<file path="config.mk">
export PLATFORM = sky130hd
export DESIGN_NAME = ubl_uart
export DESIGN_NICKNAME = d
export VERILOG_FILES = /design/src/rtl/ubl_pkg.sv /design/src/rtl/ubl_uart.sv
export VERILOG_INCLUDE_DIRS = /design/src /design/src/rtl
export SDC_FILE = /design/constraint.sdc
export NUM_CORES = 1
export LEC_CHECK = 0
export ABC_AREA = 0
export BUFFER_PORTS_ARGS = -buffer_cell sky130_fd_sc_hd__buf_2
export CAP_MARGIN = 0
export CORE_AREA = 5 5 126 128
export CTS_BUF_LIST = sky130_fd_sc_hd__clkbuf_8
export CTS_CLUSTER_DIAMETER = 200
export DETAILED_ROUTE_END_ITERATION = 7
export DIE_AREA = 0 0 131 133
export PLACE_DENSITY = 0.75
export SLEW_MARGIN = 25
export SYNTH_ARGS = -nofsm -noshare
export SYNTH_HDL_FRONTEND = slang
export SYNTH_SLANG_ARGS = --single-unit
export TNS_END_PERCENT = 5
</file>
<file path="constraint.sdc">
create_clock -name pclk -period 3.9 [get_ports pclk]
set_input_delay 0.39 -clock pclk [delete_from_list [all_inputs] [get_ports pclk]]
set_output_delay 0.39 -clock pclk [all_outputs]
set_load 0.01 [all_outputs]
</file>
<file path="src/rtl/ubl_params.svh">
// ubl_params.svh: offsets, field positions, reset values and timing counts
// assumes: included by the serial interface configuration block
`ifndef UBL_PARAMS_SVH
`define UBL_PARAMS_SVH

// ----------------------------------------------------------------
// register byte addresses
// ----------------------------------------------------------------
`define UBL_OFF_BDH      12'h000
`define UBL_OFF_BDL      12'h004
`define UBL_OFF_C1       12'h008
`define UBL_OFF_C2       12'h00c
`define UBL_OFF_TXDATA   12'h010
`define UBL_OFF_RXDATA   12'h014
`define UBL_OFF_IRQ_STAT 12'h018
`define UBL_OFF_IRQ_EN   12'h01c
`define UBL_OFF_IRQ_CLR  12'h020
`define UBL_OFF_LINE     12'h024

// ----------------------------------------------------------------
// field positions
// ----------------------------------------------------------------
`define UBL_BDH_BRK_IE   7
`define UBL_BDH_EDGE_IE  6
`define UBL_C1_LOOP      7
`define UBL_C1_SWAI      5'd6
`define UBL_C1_RECEIVER_SOURCE_SELECT      5
`define UBL_C1_M         4
`define UBL_C1_WAKE      3
`define UBL_C1_ILT       2
`define UBL_C1_PE        1
`define UBL_C1_PT        0
`define UBL_C2_TE        3
`define UBL_C2_RE        2
`define UBL_C2_RWU       1

// status bits: 0 rx full, 1 tx done, 2 parity err, 3 frame err,
// 4 idle, 5 rx edge, 6 break detect
`define UBL_ST_RXF       0
`define UBL_ST_TXC       1
`define UBL_ST_PF        2
`define UBL_ST_FE        3
`define UBL_ST_IDLE      4
`define UBL_ST_EDGE      5
`define UBL_ST_BRK       6
`define UBL_NUM_EV       7

// ----------------------------------------------------------------
// reset values and counts
// ----------------------------------------------------------------
`define UBL_RST_BDH      8'h00
`define UBL_RST_BDL      8'h04
`define UBL_RST_C1       8'h00
`define UBL_OVERSAMPLE   5'd16
`define UBL_IDLE_BITS    4'd10
`define UBL_BRK_BITS     4'd11

`endif

</file>
<file path="src/rtl/ubl_pkg.sv">
// ubl_pkg.sv: types for the serial interface configuration block
// assumes: nothing beyond the params header
package ubl_pkg;
   typedef enum logic [1:0] {
      UBL_TX_IDLE  = 2'b00,
      UBL_TX_SHIFT = 2'b01
   } ubl_tx_e;

   typedef enum logic [1:0] {
      UBL_RX_IDLE  = 2'b00,
      UBL_RX_START = 2'b01,
      UBL_RX_DATA  = 2'b10,
      UBL_RX_STOP  = 2'b11
   } ubl_rx_e;

   typedef struct packed {
      logic       loop_select;
      logic       stop_in_wait;
      logic       receiver_source_select;
      logic       nine_bit;
      logic       wake_addr;
      logic       idle_type_select;
      logic       parity_enable;
      logic       parity_type;
   } ubl_ctrl_s;
endpackage

</file>
<file path="src/rtl/ubl_uart.sv">
// ubl_uart.sv: baud generator, line options and a simple serial core
// assumes: apb master on pclk; rx pin async to pclk; cpu_wait from core
`include "ubl_params.svh"
`timescale 1ns/1ps
`default_nettype none
module ubl_uart
   import ubl_pkg::*;
(
   input  wire logic        pclk,
   input  wire logic        presetn,
   input  wire logic        psel,
   input  wire logic        penable,
   input  wire logic        pwrite,
   input  wire logic [11:0] paddr,
   input  wire logic [31:0] pwdata,
   output logic      [31:0] prdata,
   output logic             pready,
   output logic             pslverr,
   input  wire logic        cpu_wait,
   input  wire logic        rxd_i,
   input  wire logic        txd_i,
   output logic             txd_o,
   output logic             txd_oe,
   output logic             irq
);
   // ----------------------------------------------------------------
   // registers
   // ----------------------------------------------------------------
   logic [7:0]  bdh_buf_r, bdh_r, bdl_r, c2_r;
   ubl_ctrl_s   c1_r;
   logic [6:0]  st_r, ien_r;
   logic        gen_armed_r, txdir_r;
   logic [12:0] div_cnt_r;
   logic [3:0]  os_cnt_r;
   logic        tick_r;
   logic [8:0]  tx_buf_r, rx_data_r;
   logic        tx_pend_r;
   logic        rx_s1_r, rx_s2_r, rxl_r, rwu_clr;
   logic [12:0] divisor;
   logic        wr, sclk_run, txe, rxe, rx_in, par_bit;
   logic        st_set_edge, st_set_brk, st_set_rxf, st_set_txc;
   logic        st_set_pf, st_set_fe, st_set_idle;
   logic [6:0]  st_set;

   assign wr = psel & penable & pwrite;
   assign divisor = {bdh_r[4:0], bdl_r};
   assign txe = c2_r[`UBL_C2_TE];
   assign rxe = c2_r[`UBL_C2_RE];
   // clocks frozen in wait when stop_in_wait set
   assign sclk_run = ~(c1_r.stop_in_wait & cpu_wait);

   // ----------------------------------------------------------------
   // apb slave
   // ----------------------------------------------------------------
   always_ff @(posedge pclk or negedge presetn) begin
      if (!presetn) begin
         pready  <= 1'b0;
         pslverr <= 1'b0;
         prdata  <= 32'h0000_0000;
      end else begin
         pready  <= psel & ~penable;
         pslverr <= 1'b0;
         if (psel & ~penable & ~pwrite) begin
            case (paddr)
               `UBL_OFF_BDH:      prdata <= {24'h0, bdh_buf_r[7:6],
                                             1'b0, bdh_buf_r[4:0]};
               `UBL_OFF_BDL:      prdata <= {24'h0, bdl_r};
               `UBL_OFF_C1:       prdata <= {24'h0, c1_r};
               `UBL_OFF_C2:       prdata <= {24'h0, c2_r};
               `UBL_OFF_RXDATA:   prdata <= {23'h0, rx_data_r};
               `UBL_OFF_IRQ_STAT: prdata <= {25'h0, st_r};
               `UBL_OFF_IRQ_EN:   prdata <= {25'h0, ien_r};
               `UBL_OFF_LINE:     prdata <= {29'h0, txdir_r, tx_pend_r,
                                             gen_armed_r};
               default:           prdata <= 32'h0000_0000;
            endcase
         end
         if (psel & ~penable) begin
            case (paddr)
               `UBL_OFF_BDH, `UBL_OFF_BDL, `UBL_OFF_C1, `UBL_OFF_C2,
               `UBL_OFF_TXDATA, `UBL_OFF_RXDATA, `UBL_OFF_IRQ_STAT,
               `UBL_OFF_IRQ_EN, `UBL_OFF_IRQ_CLR, `UBL_OFF_LINE: ;
               default: pslverr <= 1'b1;
            endcase
         end
      end
   end

   // ----------------------------------------------------------------
   // configuration registers
   // ----------------------------------------------------------------
   always_ff @(posedge pclk or negedge presetn) begin
      if (!presetn) begin
         bdh_buf_r   <= `UBL_RST_BDH;
         bdh_r       <= `UBL_RST_BDH;
         bdl_r       <= `UBL_RST_BDL;
         c1_r        <= `UBL_RST_C1;
         c2_r        <= 8'h00;
         ien_r       <= 7'h00;
         txdir_r     <= 1'b0;
         gen_armed_r <= 1'b0;
      end else if (wr & pready) begin
         case (paddr)
            `UBL_OFF_BDH: bdh_buf_r <= pwdata[7:0];
            `UBL_OFF_BDL: begin
               bdl_r <= pwdata[7:0];
               bdh_r <= bdh_buf_r;
            end
            `UBL_OFF_C1:  c1_r <= pwdata[7:0];
            `UBL_OFF_C2: begin
               c2_r <= pwdata[7:0];
               if (pwdata[`UBL_C2_TE] | pwdata[`UBL_C2_RE])
                  gen_armed_r <= 1'b1;
            end
            `UBL_OFF_IRQ_EN: ien_r <= pwdata[6:0];
            `UBL_OFF_LINE:   txdir_r <= pwdata[2];
            default: ;
         endcase
      end else if (rwu_clr) begin
         c2_r[`UBL_C2_RWU] <= 1'b0;
      end
   end

   // ----------------------------------------------------------------
   // baud generator: tick every divisor clocks, 16 ticks per bit
   // ----------------------------------------------------------------
   always_ff @(posedge pclk or negedge presetn) begin
      if (!presetn) begin
         div_cnt_r <= 13'h0001;
         tick_r    <= 1'b0;
      end else if (divisor == 13'h0000 || !gen_armed_r) begin
         div_cnt_r <= 13'h0001;
         tick_r    <= 1'b0;
      end else if (!sclk_run) begin
         tick_r    <= 1'b0;
      end else if (div_cnt_r >= divisor) begin
         div_cnt_r <= 13'h0001;
         tick_r    <= 1'b1;
      end else begin
         div_cnt_r <= div_cnt_r + 13'h0001;
         tick_r    <= 1'b0;
      end
   end

   // ----------------------------------------------------------------
   // transmitter
   // ----------------------------------------------------------------
   ubl_tx_e     tx_st_r;
   logic [10:0] tx_sh_r;
   logic [3:0]  tx_bits_r;
   logic [3:0]  tx_os_r;
   logic [8:0]  tx_word;
   logic        tx_done;

   always_comb begin
      tx_word = tx_buf_r;
      if (c1_r.parity_enable) begin
         if (c1_r.nine_bit)
            tx_word[8] = ^tx_buf_r[7:0] ^ c1_r.parity_type;
         else
            tx_word[7] = ^tx_buf_r[6:0] ^ c1_r.parity_type;
      end
   end

   assign tx_done = tick_r & (tx_os_r == 4'hf) & (tx_bits_r == 4'h1);

   always_ff @(posedge pclk or negedge presetn) begin
      if (!presetn) begin
         tx_st_r   <= UBL_TX_IDLE;
         tx_sh_r   <= 11'h7ff;
         tx_bits_r <= 4'h0;
         tx_os_r   <= 4'h0;
      end else begin
         unique case (tx_st_r)
            UBL_TX_IDLE: begin
               if (tx_pend_r & txe & tick_r) begin
                  // start, data lsb first, optional ninth, stop
                  tx_sh_r   <= c1_r.nine_bit ?
                               {1'b1, tx_word, 1'b0} :
                               {2'b11, tx_word[7:0], 1'b0};
                  tx_bits_r <= c1_r.nine_bit ? 4'd11 : 4'd10;
                  tx_os_r   <= 4'h0;
                  tx_st_r   <= UBL_TX_SHIFT;
               end
            end
            UBL_TX_SHIFT: begin
               if (tick_r) begin
                  tx_os_r <= tx_os_r + 4'h1;
                  if (tx_os_r == 4'hf) begin
                     tx_sh_r   <= {1'b1, tx_sh_r[10:1]};
                     tx_bits_r <= tx_bits_r - 4'h1;
                     if (tx_bits_r == 4'h1)
                        tx_st_r <= UBL_TX_IDLE;
                  end
               end
            end
            default: tx_st_r <= UBL_TX_IDLE;
         endcase
      end
   end

   always_ff @(posedge pclk or negedge presetn) begin
      if (!presetn) begin
         tx_buf_r  <= 9'h000;
         tx_pend_r <= 1'b0;
      end else if (wr & pready & (paddr == `UBL_OFF_TXDATA)) begin
         tx_buf_r  <= pwdata[8:0];
         tx_pend_r <= 1'b1;
      end else if (tx_st_r == UBL_TX_IDLE & tx_pend_r & txe & tick_r) begin
         tx_pend_r <= 1'b0;
      end
   end

   // pin drive; single wire direction follows txdir
   always_ff @(posedge pclk or negedge presetn) begin
      if (!presetn) begin
         txd_o  <= 1'b1;
         txd_oe <= 1'b0;
      end else begin
         txd_o  <= tx_sh_r[0];
         txd_oe <= txe & ~(c1_r.loop_select &
                   c1_r.receiver_source_select & ~txdir_r);
      end
   end

   // ----------------------------------------------------------------
   // receiver input select and sync
   // ----------------------------------------------------------------
   always_ff @(posedge pclk or negedge presetn) begin
      if (!presetn) begin
         rx_s1_r <= 1'b1;
         rx_s2_r <= 1'b1;
      end else begin
         // tx pin feeds the receiver only in single wire mode
         rx_s1_r <= (c1_r.loop_select & c1_r.receiver_source_select) ?
                    txd_i : rxd_i;
         rx_s2_r <= rx_s1_r;
      end
   end

   // loop: transmitter output, single wire: tx pin, else rx pin
   assign rx_in = !c1_r.loop_select ? rx_s2_r :
                  (c1_r.receiver_source_select ? rx_s2_r :
                   tx_sh_r[0]);

   // ----------------------------------------------------------------
   // receiver
   // ----------------------------------------------------------------
   ubl_rx_e     rx_st_r;
   logic [3:0]  rx_os_r;
   logic [3:0]  rx_bit_r;
   logic [8:0]  rx_sh_r;
   logic [3:0]  idle_cnt_r;
   logic        idle_armed_r, brk_zero_r;
   logic [8:0]  rx_word;

   assign rx_word = c1_r.nine_bit ? rx_sh_r : {1'b0, rx_sh_r[8:1]};
   assign par_bit = c1_r.nine_bit ? ^rx_sh_r : ^rx_sh_r[8:1];

   always_ff @(posedge pclk or negedge presetn) begin
      if (!presetn) begin
         rx_st_r      <= UBL_RX_IDLE;
         rx_os_r      <= 4'h0;
         rx_bit_r     <= 4'h0;
         rx_sh_r      <= 9'h000;
         rx_data_r    <= 9'h000;
         rxl_r        <= 1'b1;
         idle_cnt_r   <= 4'h0;
         idle_armed_r <= 1'b0;
         brk_zero_r   <= 1'b0;
         st_set_rxf   <= 1'b0;
         st_set_pf    <= 1'b0;
         st_set_fe    <= 1'b0;
         st_set_idle  <= 1'b0;
         st_set_brk   <= 1'b0;
         rwu_clr      <= 1'b0;
      end else begin
         rxl_r       <= rx_in;
         st_set_rxf  <= 1'b0;
         st_set_pf   <= 1'b0;
         st_set_fe   <= 1'b0;
         st_set_idle <= 1'b0;
         st_set_brk  <= 1'b0;
         rwu_clr     <= 1'b0;
         if (tick_r & rxe) begin
            unique case (rx_st_r)
               UBL_RX_IDLE: begin
                  if (!rx_in) begin
                     rx_os_r <= 4'h0;
                     rx_st_r <= UBL_RX_START;
                  end else if (idle_armed_r) begin
                     rx_os_r <= rx_os_r + 4'h1;
                     if (rx_os_r == 4'hf) begin
                        idle_cnt_r <= idle_cnt_r + 4'h1;
                        if (idle_cnt_r == `UBL_IDLE_BITS - 4'h1) begin
                           st_set_idle  <= 1'b1;
                           idle_armed_r <= 1'b0;
                           if (!c1_r.wake_addr)
                              rwu_clr <= 1'b1;
                        end
                     end
                  end
               end
               UBL_RX_START: begin
                  rx_os_r <= rx_os_r + 4'h1;
                  if (rx_os_r == 4'h7) begin
                     rx_os_r  <= 4'h0;
                     rx_bit_r <= 4'h0;
                     rx_st_r  <= rx_in ? UBL_RX_IDLE : UBL_RX_DATA;
                     brk_zero_r <= 1'b1;
                     // idle count from after start bit when idle_type_select is clear
                     idle_cnt_r <= 4'h0;
                     idle_armed_r <= ~c1_r.idle_type_select;
                  end
               end
               UBL_RX_DATA: begin
                  rx_os_r <= rx_os_r + 4'h1;
                  if (rx_os_r == 4'hf) begin
                     rx_sh_r  <= {rx_in, rx_sh_r[8:1]};
                     brk_zero_r <= brk_zero_r & ~rx_in;
                     rx_bit_r <= rx_bit_r + 4'h1;
                     if (rx_bit_r == (c1_r.nine_bit ? 4'd8 : 4'd7))
                        rx_st_r <= UBL_RX_STOP;
                  end
               end
               UBL_RX_STOP: begin
                  rx_os_r <= rx_os_r + 4'h1;
                  if (rx_os_r == 4'hf) begin
                     rx_st_r <= UBL_RX_IDLE;
                     rx_os_r <= 4'h0;
                     if (brk_zero_r & !rx_in)
                        st_set_brk <= 1'b1;
                     else if (!(c2_r[`UBL_C2_RWU] & c1_r.wake_addr &
                                !rx_word[c1_r.nine_bit ? 8 : 7])) begin
                        rx_data_r  <= rx_word;
                        st_set_rxf <= 1'b1;
                        st_set_fe  <= ~rx_in;
                        st_set_pf  <= c1_r.parity_enable &
                                      (par_bit ^ c1_r.parity_type);
                        if (c1_r.wake_addr)
                           rwu_clr <= 1'b1;
                     end
                     if (c1_r.idle_type_select) begin
                        idle_cnt_r   <= 4'h0;
                        idle_armed_r <= 1'b1;
                     end
                  end
               end
               default: rx_st_r <= UBL_RX_IDLE;
            endcase
         end
      end
   end

   assign st_set_edge = rxl_r & ~rx_in & sclk_run;
   assign st_set_txc  = tx_done;
   assign st_set = {st_set_brk, st_set_edge, st_set_idle, st_set_fe,
                    st_set_pf, st_set_txc, st_set_rxf};

   // ----------------------------------------------------------------
   // interrupt status: set wins over clear
   // ----------------------------------------------------------------
   genvar gi;
   generate
      for (gi = 0; gi < `UBL_NUM_EV; gi = gi + 1) begin : g_st
         always_ff @(posedge pclk or negedge presetn) begin
            if (!presetn)
               st_r[gi] <= 1'b0;
            else if (st_set[gi])
               st_r[gi] <= 1'b1;
            else if (wr & pready & (paddr == `UBL_OFF_IRQ_CLR) &
                     pwdata[gi])
               st_r[gi] <= 1'b0;
         end
      end
   endgenerate

   always_ff @(posedge pclk or negedge presetn) begin
      if (!presetn)
         irq <= 1'b0;
      else
         irq <= |(st_r & ien_r) |
                (st_r[`UBL_ST_BRK] & bdh_r[`UBL_BDH_BRK_IE]) |
                (st_r[`UBL_ST_EDGE] & bdh_r[`UBL_BDH_EDGE_IE]);
   end
endmodule
`default_nettype wire

</file>
---- Word-level counts from Yosys, hierarchy flattened ----
Index checks and enable logic that the tools add are counted.
operators by class
  order comparisons ....................... 2
  reduce and logical (&&, ||, !) cells .... 44
  bitwise logic cells ..................... 51
  multiplexer cells ....................... 127
  equal/unequal tests ..................... 35
  add/sub/neg operators ................... 6
operators by type and width
  operator               number
  $mux 1                 76
  $mux 4                 18
  $pmux 9 s8             1
  $eq 12x5->1 const B    4
  $mux 13                3
  $and 1x1->1            35
  $mux 11                3
  $ne 2x2->1 const B     13
  $eq 12x4->1 const B    2
  $eq 12x6->1 const B    2
  $mux 2                 12
  $pmux 4 s2             3
  $pmux 11 s2            1
  $reduce_bool 2->1      11
  $add 4x1->4 const B    4
  $pmux 4 s4             1
  $reduce_and 2->1       8
  $reduce_xor 8->1       2
  $add 13x1->13 const B  1
  $ge 13x13->1           1
  $logic_not 13->1       1
  $eq 12x3->1 const B    1
  $eq 4x4->1 const B     3
  $logic_not 12->1       1
  other kinds (34)       58
storage, ports and cells
  logic and storage cells ................. 319
  register bits after elaboration ......... 181
  output and inout port bits .............. 37
  input bits .............................. 52

---- Depth between registers and ports, before layout ----
  word-level depth ........................ 11
  mapped depth ............................ 10
  gate-level depth less buffers ........... 8

---- Worst setup path before layout ----
Ideal clock, no wire load.
  path type ............................... input port to flip-flop
  start point ............................. input paddr[9]
  end point ............................... register c1_r[4] (netlist name)
  required time ........................... 3.775 ns
  path buffers ............................ 2
  setup time .............................. 0.125 ns
  slack ................................... 1.533 ns
  stages on the path ...................... 7
  arrival ................................. 2.242 ns
  cells stage by stage .................... or4_1 > buf_2 > nor4_4 > nand2_4 > nor2_4 > buf_6 > mux2_4
on the way
  word-level cells in the longest chain between the ends .. 2
RTL lines
  element                     RTL line         text
  start: declaration          ubl_uart.sv:14   input wire logic [11:0] paddr,
  $eq 12x4->1                 ubl_uart.sv:103  case (paddr)
  $reduce_and 2->1 (no line)  -
  end signal: assignment      ubl_uart.sv:97   c1_r <= `UBL_RST_C1;
  end signal: assignment      ubl_uart.sv:109  `UBL_OFF_C1: c1_r <= pwdata[7:0];
  end: declaration            ubl_uart.sv:30   ubl_ctrl_s c1_r;
No other way between the ends.
A chain may end at the register's enable or synchronous reset.

---- Final worst setup path ----
  start point ............................. register bdl_r[2]
  end point ............................... register div_cnt_r[11]
on the way
  word-level cells in the longest chain between the ends .. 4
  elaborated cells between the ends (all ways) .. 7
  classes of those cells .................. order compare (1); eq/ne (1); mux (3); reduce/logical (2)
RTL lines
  element                   RTL line         text
  start: declaration        ubl_uart.sv:29   logic [7:0] bdh_buf_r, bdh_r, bdl_r, c2_r;
  start signal: assignment  ubl_uart.sv:96   bdl_r <= `UBL_RST_BDL;
  start signal: assignment  ubl_uart.sv:106  bdl_r <= pwdata[7:0];
  $ge 13x13->1              ubl_uart.sv:136  end else if (div_cnt_r >= divisor) begin
  $mux 13                   ubl_uart.sv:136
  $mux 13                   ubl_uart.sv:134  end else if (!sclk_run) begin
  $mux 13                   ubl_uart.sv:131  end else if (divisor == 13'h0000 || !gen_armed_r) begin
  end signal: assignment    ubl_uart.sv:140  div_cnt_r <= div_cnt_r + 13'h0001;
  end: declaration          ubl_uart.sv:33   logic [12:0] div_cnt_r;
Several ways; a longest one is shown, not always the timed one. The select of a mux whose other input is x is not followed.

==> results by group <==
Power
  – Clock power frac: 37.8%
  – Final Total Pwr: 2.96 mW
  – PwrDens: 345 nW/um2
  – Psw: 0.742 mW
  – Leakage power: 4.11 nW
  – Switching Fraction: 25.1%
  – Worst VDD drop: 0.254 mV
  – Comb power frac: 5.9%
  – Seq pwr share: 56.3%
  – Internal power: 2.22 mW

STA
  – Setup TNS: 0 ns
  – Tcrit/Tclk final: 63.1%
  – Pins Over Slew Limit: 0
  – Slew @ Worst Pin: 0.716 ns
  – Final count of hold timing violations: 0
  – Final setup vio count: 0
  – RSZ-0062 raised after global routing: false
  – Tmin final: 2.46 ns
  – Fmax: 406 MHz
  – Max_slew headroom: 52.2%
  – Final Worst Setup Slack: 1.44 ns
  – Worst Skew: 0.0117 ns

Critical path
  – Critical setup path kind: reg2reg
  – Worst Setup EP: div_cnt_r[11]$_DFFE_PN0P_
  – Crit path launch: bdl_r[2]$_DFFE_PN1P_
  – CP Cell Sequence: inv_1 -> ha_1 -> and3_1 -> o21ai_0 -> a31oi_1 -> nor3_1 -> o21ai_0 -> a31oi_1
  – Setup crit end kind: flip-flop
  – Max Fanout on Critical Path: 6
  – Reg-to-Reg End: div_cnt_r[11]$_DFFE_PN0P_
  – R2R cell count: 8
  – Reg2Reg Setup Slack: 1.44 ns
  – Crit-path slowest cell: dfstp_2
  – Reg-to-reg startpoint: bdl_r[2]$_DFFE_PN1P_
  – CP peak stage delay: 0.57 ns
  – WP data required: 4.28 ns
  – Critical Path Source Type: flip-flop
  – Critical path arrival: 2.84 ns

Global route
  – Total gr overflow: 0
  – Number of global-route vias before repair: 5757
  – Tot GR Track Use: 21.1%
  – Initial antenna violation count: 0
  – Largest net degree at the start of global routing: 102
  – First-pass GRT wire length: 28.9 mm

Clock network
  – Total CTS buffers: 17
  – H-tree depth: 4
  – Root Driver: clkbuf_8
  – Clk_lat worst skew: 0.46 ns
  – Clock Sinks: 154
  – Clk slew on worst S/H paths: 0.08 ns
  – TritonCTS clock tree: built
  – CTS max path bufs: 2

Synthesis
  – Sequential-to-total area share from yosys stat: 49.0%
  – Post-synth top flop: dfrtp_1
  – Number of synthesized flops with an enable pin: 0
  – Syn avg cell area: 10.4 um2
  – Post-synthesis register bit count: 154
  – Netlist Area Pre-Place: 7900 um2
  – Mapped Cells: 756
  – Synth cell types: 63
  – Share of synthesized flip-flops with an asynchronous set or reset: 100%
  – Synth warnings: 0

Placed design
  – Post-Place Setup Slack: 1.08 ns
  – Routability congestion estimate from global placement: 0.937
  – Port bufs: 42
  – DP Wirelength: 12.6 mm
  – Placed insts: 963

Final layout
  – Commonest cells after routing, fill and taps aside: dfrtp_1 (138), nand2_1 (92), o21ai_0 (57), mux2_2 (48), nor2_1 (48)
  – Layout area overhead: 8.71%
  – Final net count: 873
  – Antenna Cells: 0
  – Post-route insts no fill: 997
  – Finished Core Util: 58.2%
  – Share of cells above drive strength 1: 19.9%
  – Commonest non-fill, non-tap cell in the layout: dfrtp_1

Floorplan
  – Core area: 14800 um2
  – I/O pin count: 89
  – Initial Util: 53.6%
  – Placement Rows: 45
  – Die outline width: 131 um
  – Die area: 17400 um2
  – Die height: 133 um

Route
  – DRC viols: 0
  – Initial drt markers: 450
  – Pre-Repair DR Iteration Count: 5
  – Post-Route WL: 17.4 mm
  – Post-DRT Antenna Nets: 0
  – Via Count: 5750
  – Via density: 5.77
  – Wire per inst: 17.4 um

Hold path
  – Hold crit path type: in2reg

Outcome
  – Status: complete, no violations

Job
  – Max-Cap Viols: 0
==> how the worst min path moves through the flow <==
stage	startpoint	to	depth (start not counted)
floorplan	presetn	async pin	0
global placement	rx_s1_r$_DFF_PN1_	rx_s2_r$_DFF_PN1_	0
detailed placement	rx_s1_r$_DFF_PN1_	rx_s2_r$_DFF_PN1_	0
CTS	presetn	prdata[1]$_DFFE_PN0P_	1
global route	rxd_i	rx_s1_r$_DFF_PN1_	2
finish	rxd_i	rx_s1_r$_DFF_PN1_	2
==> power by group through the flow <==
stage,combinational (mW),clock (mW),sequential [mW]
final,0.176,1.12,1.67
after global routing,0.204,1.22,1.67
after CTS,0.174,1.15,1.67
after detailed placement,0.173,0,1.70
after global placement,0.167,0,1.70
after floorplan,0.117,0,1.68
==> critical path: cells and delay by family (launching register included) <==
kind	cells	cell delay, ns
compound gates	4	0.71
simple gates	2	0.74
buf+inv	1	0.07
fa+ha+maj	1	0.30
flops	1	0.57
==> synthesized netlist by cell type, drive strengths merged (3+ instances only) <==
cell type  number  share of area, %
dfrtp         138                44
nand2          93               4.5
o21ai          60               3.8
nor2           53               3.2
mux2           52               7.6
inv            33               1.6
a21oi          31               2.0
buf            29               2.7
ha             25               4.0
mux2i          24               3.0
clkbuf         19              0.90
nand3          19               1.2
xnor2          17               1.9
dfstp          16               5.3
nand4          14               1.1
nor3           14               1.0
xor2           10               1.1
a21o            9              0.86
and3            7              0.55
a22oi           6              0.57
a31oi           6              0.48
and4            6              0.67
nand2b          6              0.48
nor4            6              0.74
a22o            5              0.55
and2            5              0.40
mux4            5               1.4
o211ai          5              0.48
nor2b           4              0.32
a221oi          3              0.33
nand3b          3              0.29
o22ai           3              0.24
o31ai           3              0.29
or2             3              0.24
==> cell type report <==
cell class                 instances  area, um2
tap                              188        235
inverter                          33        124
fill                            1218       6160
multi-input combinational        543       3700
clock inverter                    13        106
clock buffer                      19        262
timing repair buffer              47        289
sequential                       154       3870
==> logic make-up after synthesis <==
kind of cell               after synthesis  share of synthesized area [%]
and+or+nand+nor                        240                           15.3
DFF                                    154                           49.0
AOI/OAI and AO/OA                      147                           11.4
muxes                                   81                           12.1
buffers and inverters                   81                           5.19
xor gates and xnor gates                27                           2.99
adders and majority gates               25                           3.96
other                                    1                         0.0475
==> state kept, by name, summed over array words and instances (netlist names), 7 cells and up, named ones only <==
| name | count |
|---|---|
| c1_r | 8 |
| rx_sh_r | 9 |
| rx_data_r | 9 |
| div_cnt_r | 13 |
| st_r | 7 |
| prdata | 9 |
| bdh_buf_r | 7 |
| bdl_r | 8 |
| c2_r | 8 |
| tx_buf_r | 9 |
| bdh_r | 7 |
| ien_r | 7 |
| tx_sh_r | 10 |
==> what timing repair did <==
action	CTS	global route
hold buffers	0	1
hold endpoints to repair	0	29
endpoints found under the setup margin	0	0
resized for setup	0	0
buffers inserted	0	0
==> through the flow <==
step	cell area [um2]	hold WS, ns
6_report	8590	0.160
3_5_place_dp	8180	0.352
2_1_floorplan	7980	0.0944
5_1_grt	8590	0.131
4_1_cts	8550	0.0561
3_3_place_gp	8180	0.349
==> metal layers <==
| layer | vias to the layer above | part of all wire (%) | global-route usage [%] |
|---|---|---|---|
| met3 | 36 | 5.5 | 4.76 |
| met1 | 2847 | 43 | 27.8 |
| met2 | 159 | 49 | 34.2 |
| met4 | 0 | 2.2 | 6.97 |
| li1 | 2708 | - | - |
| met5 | - | 0 | 0 |
Power figures use the tool's default switching activity.
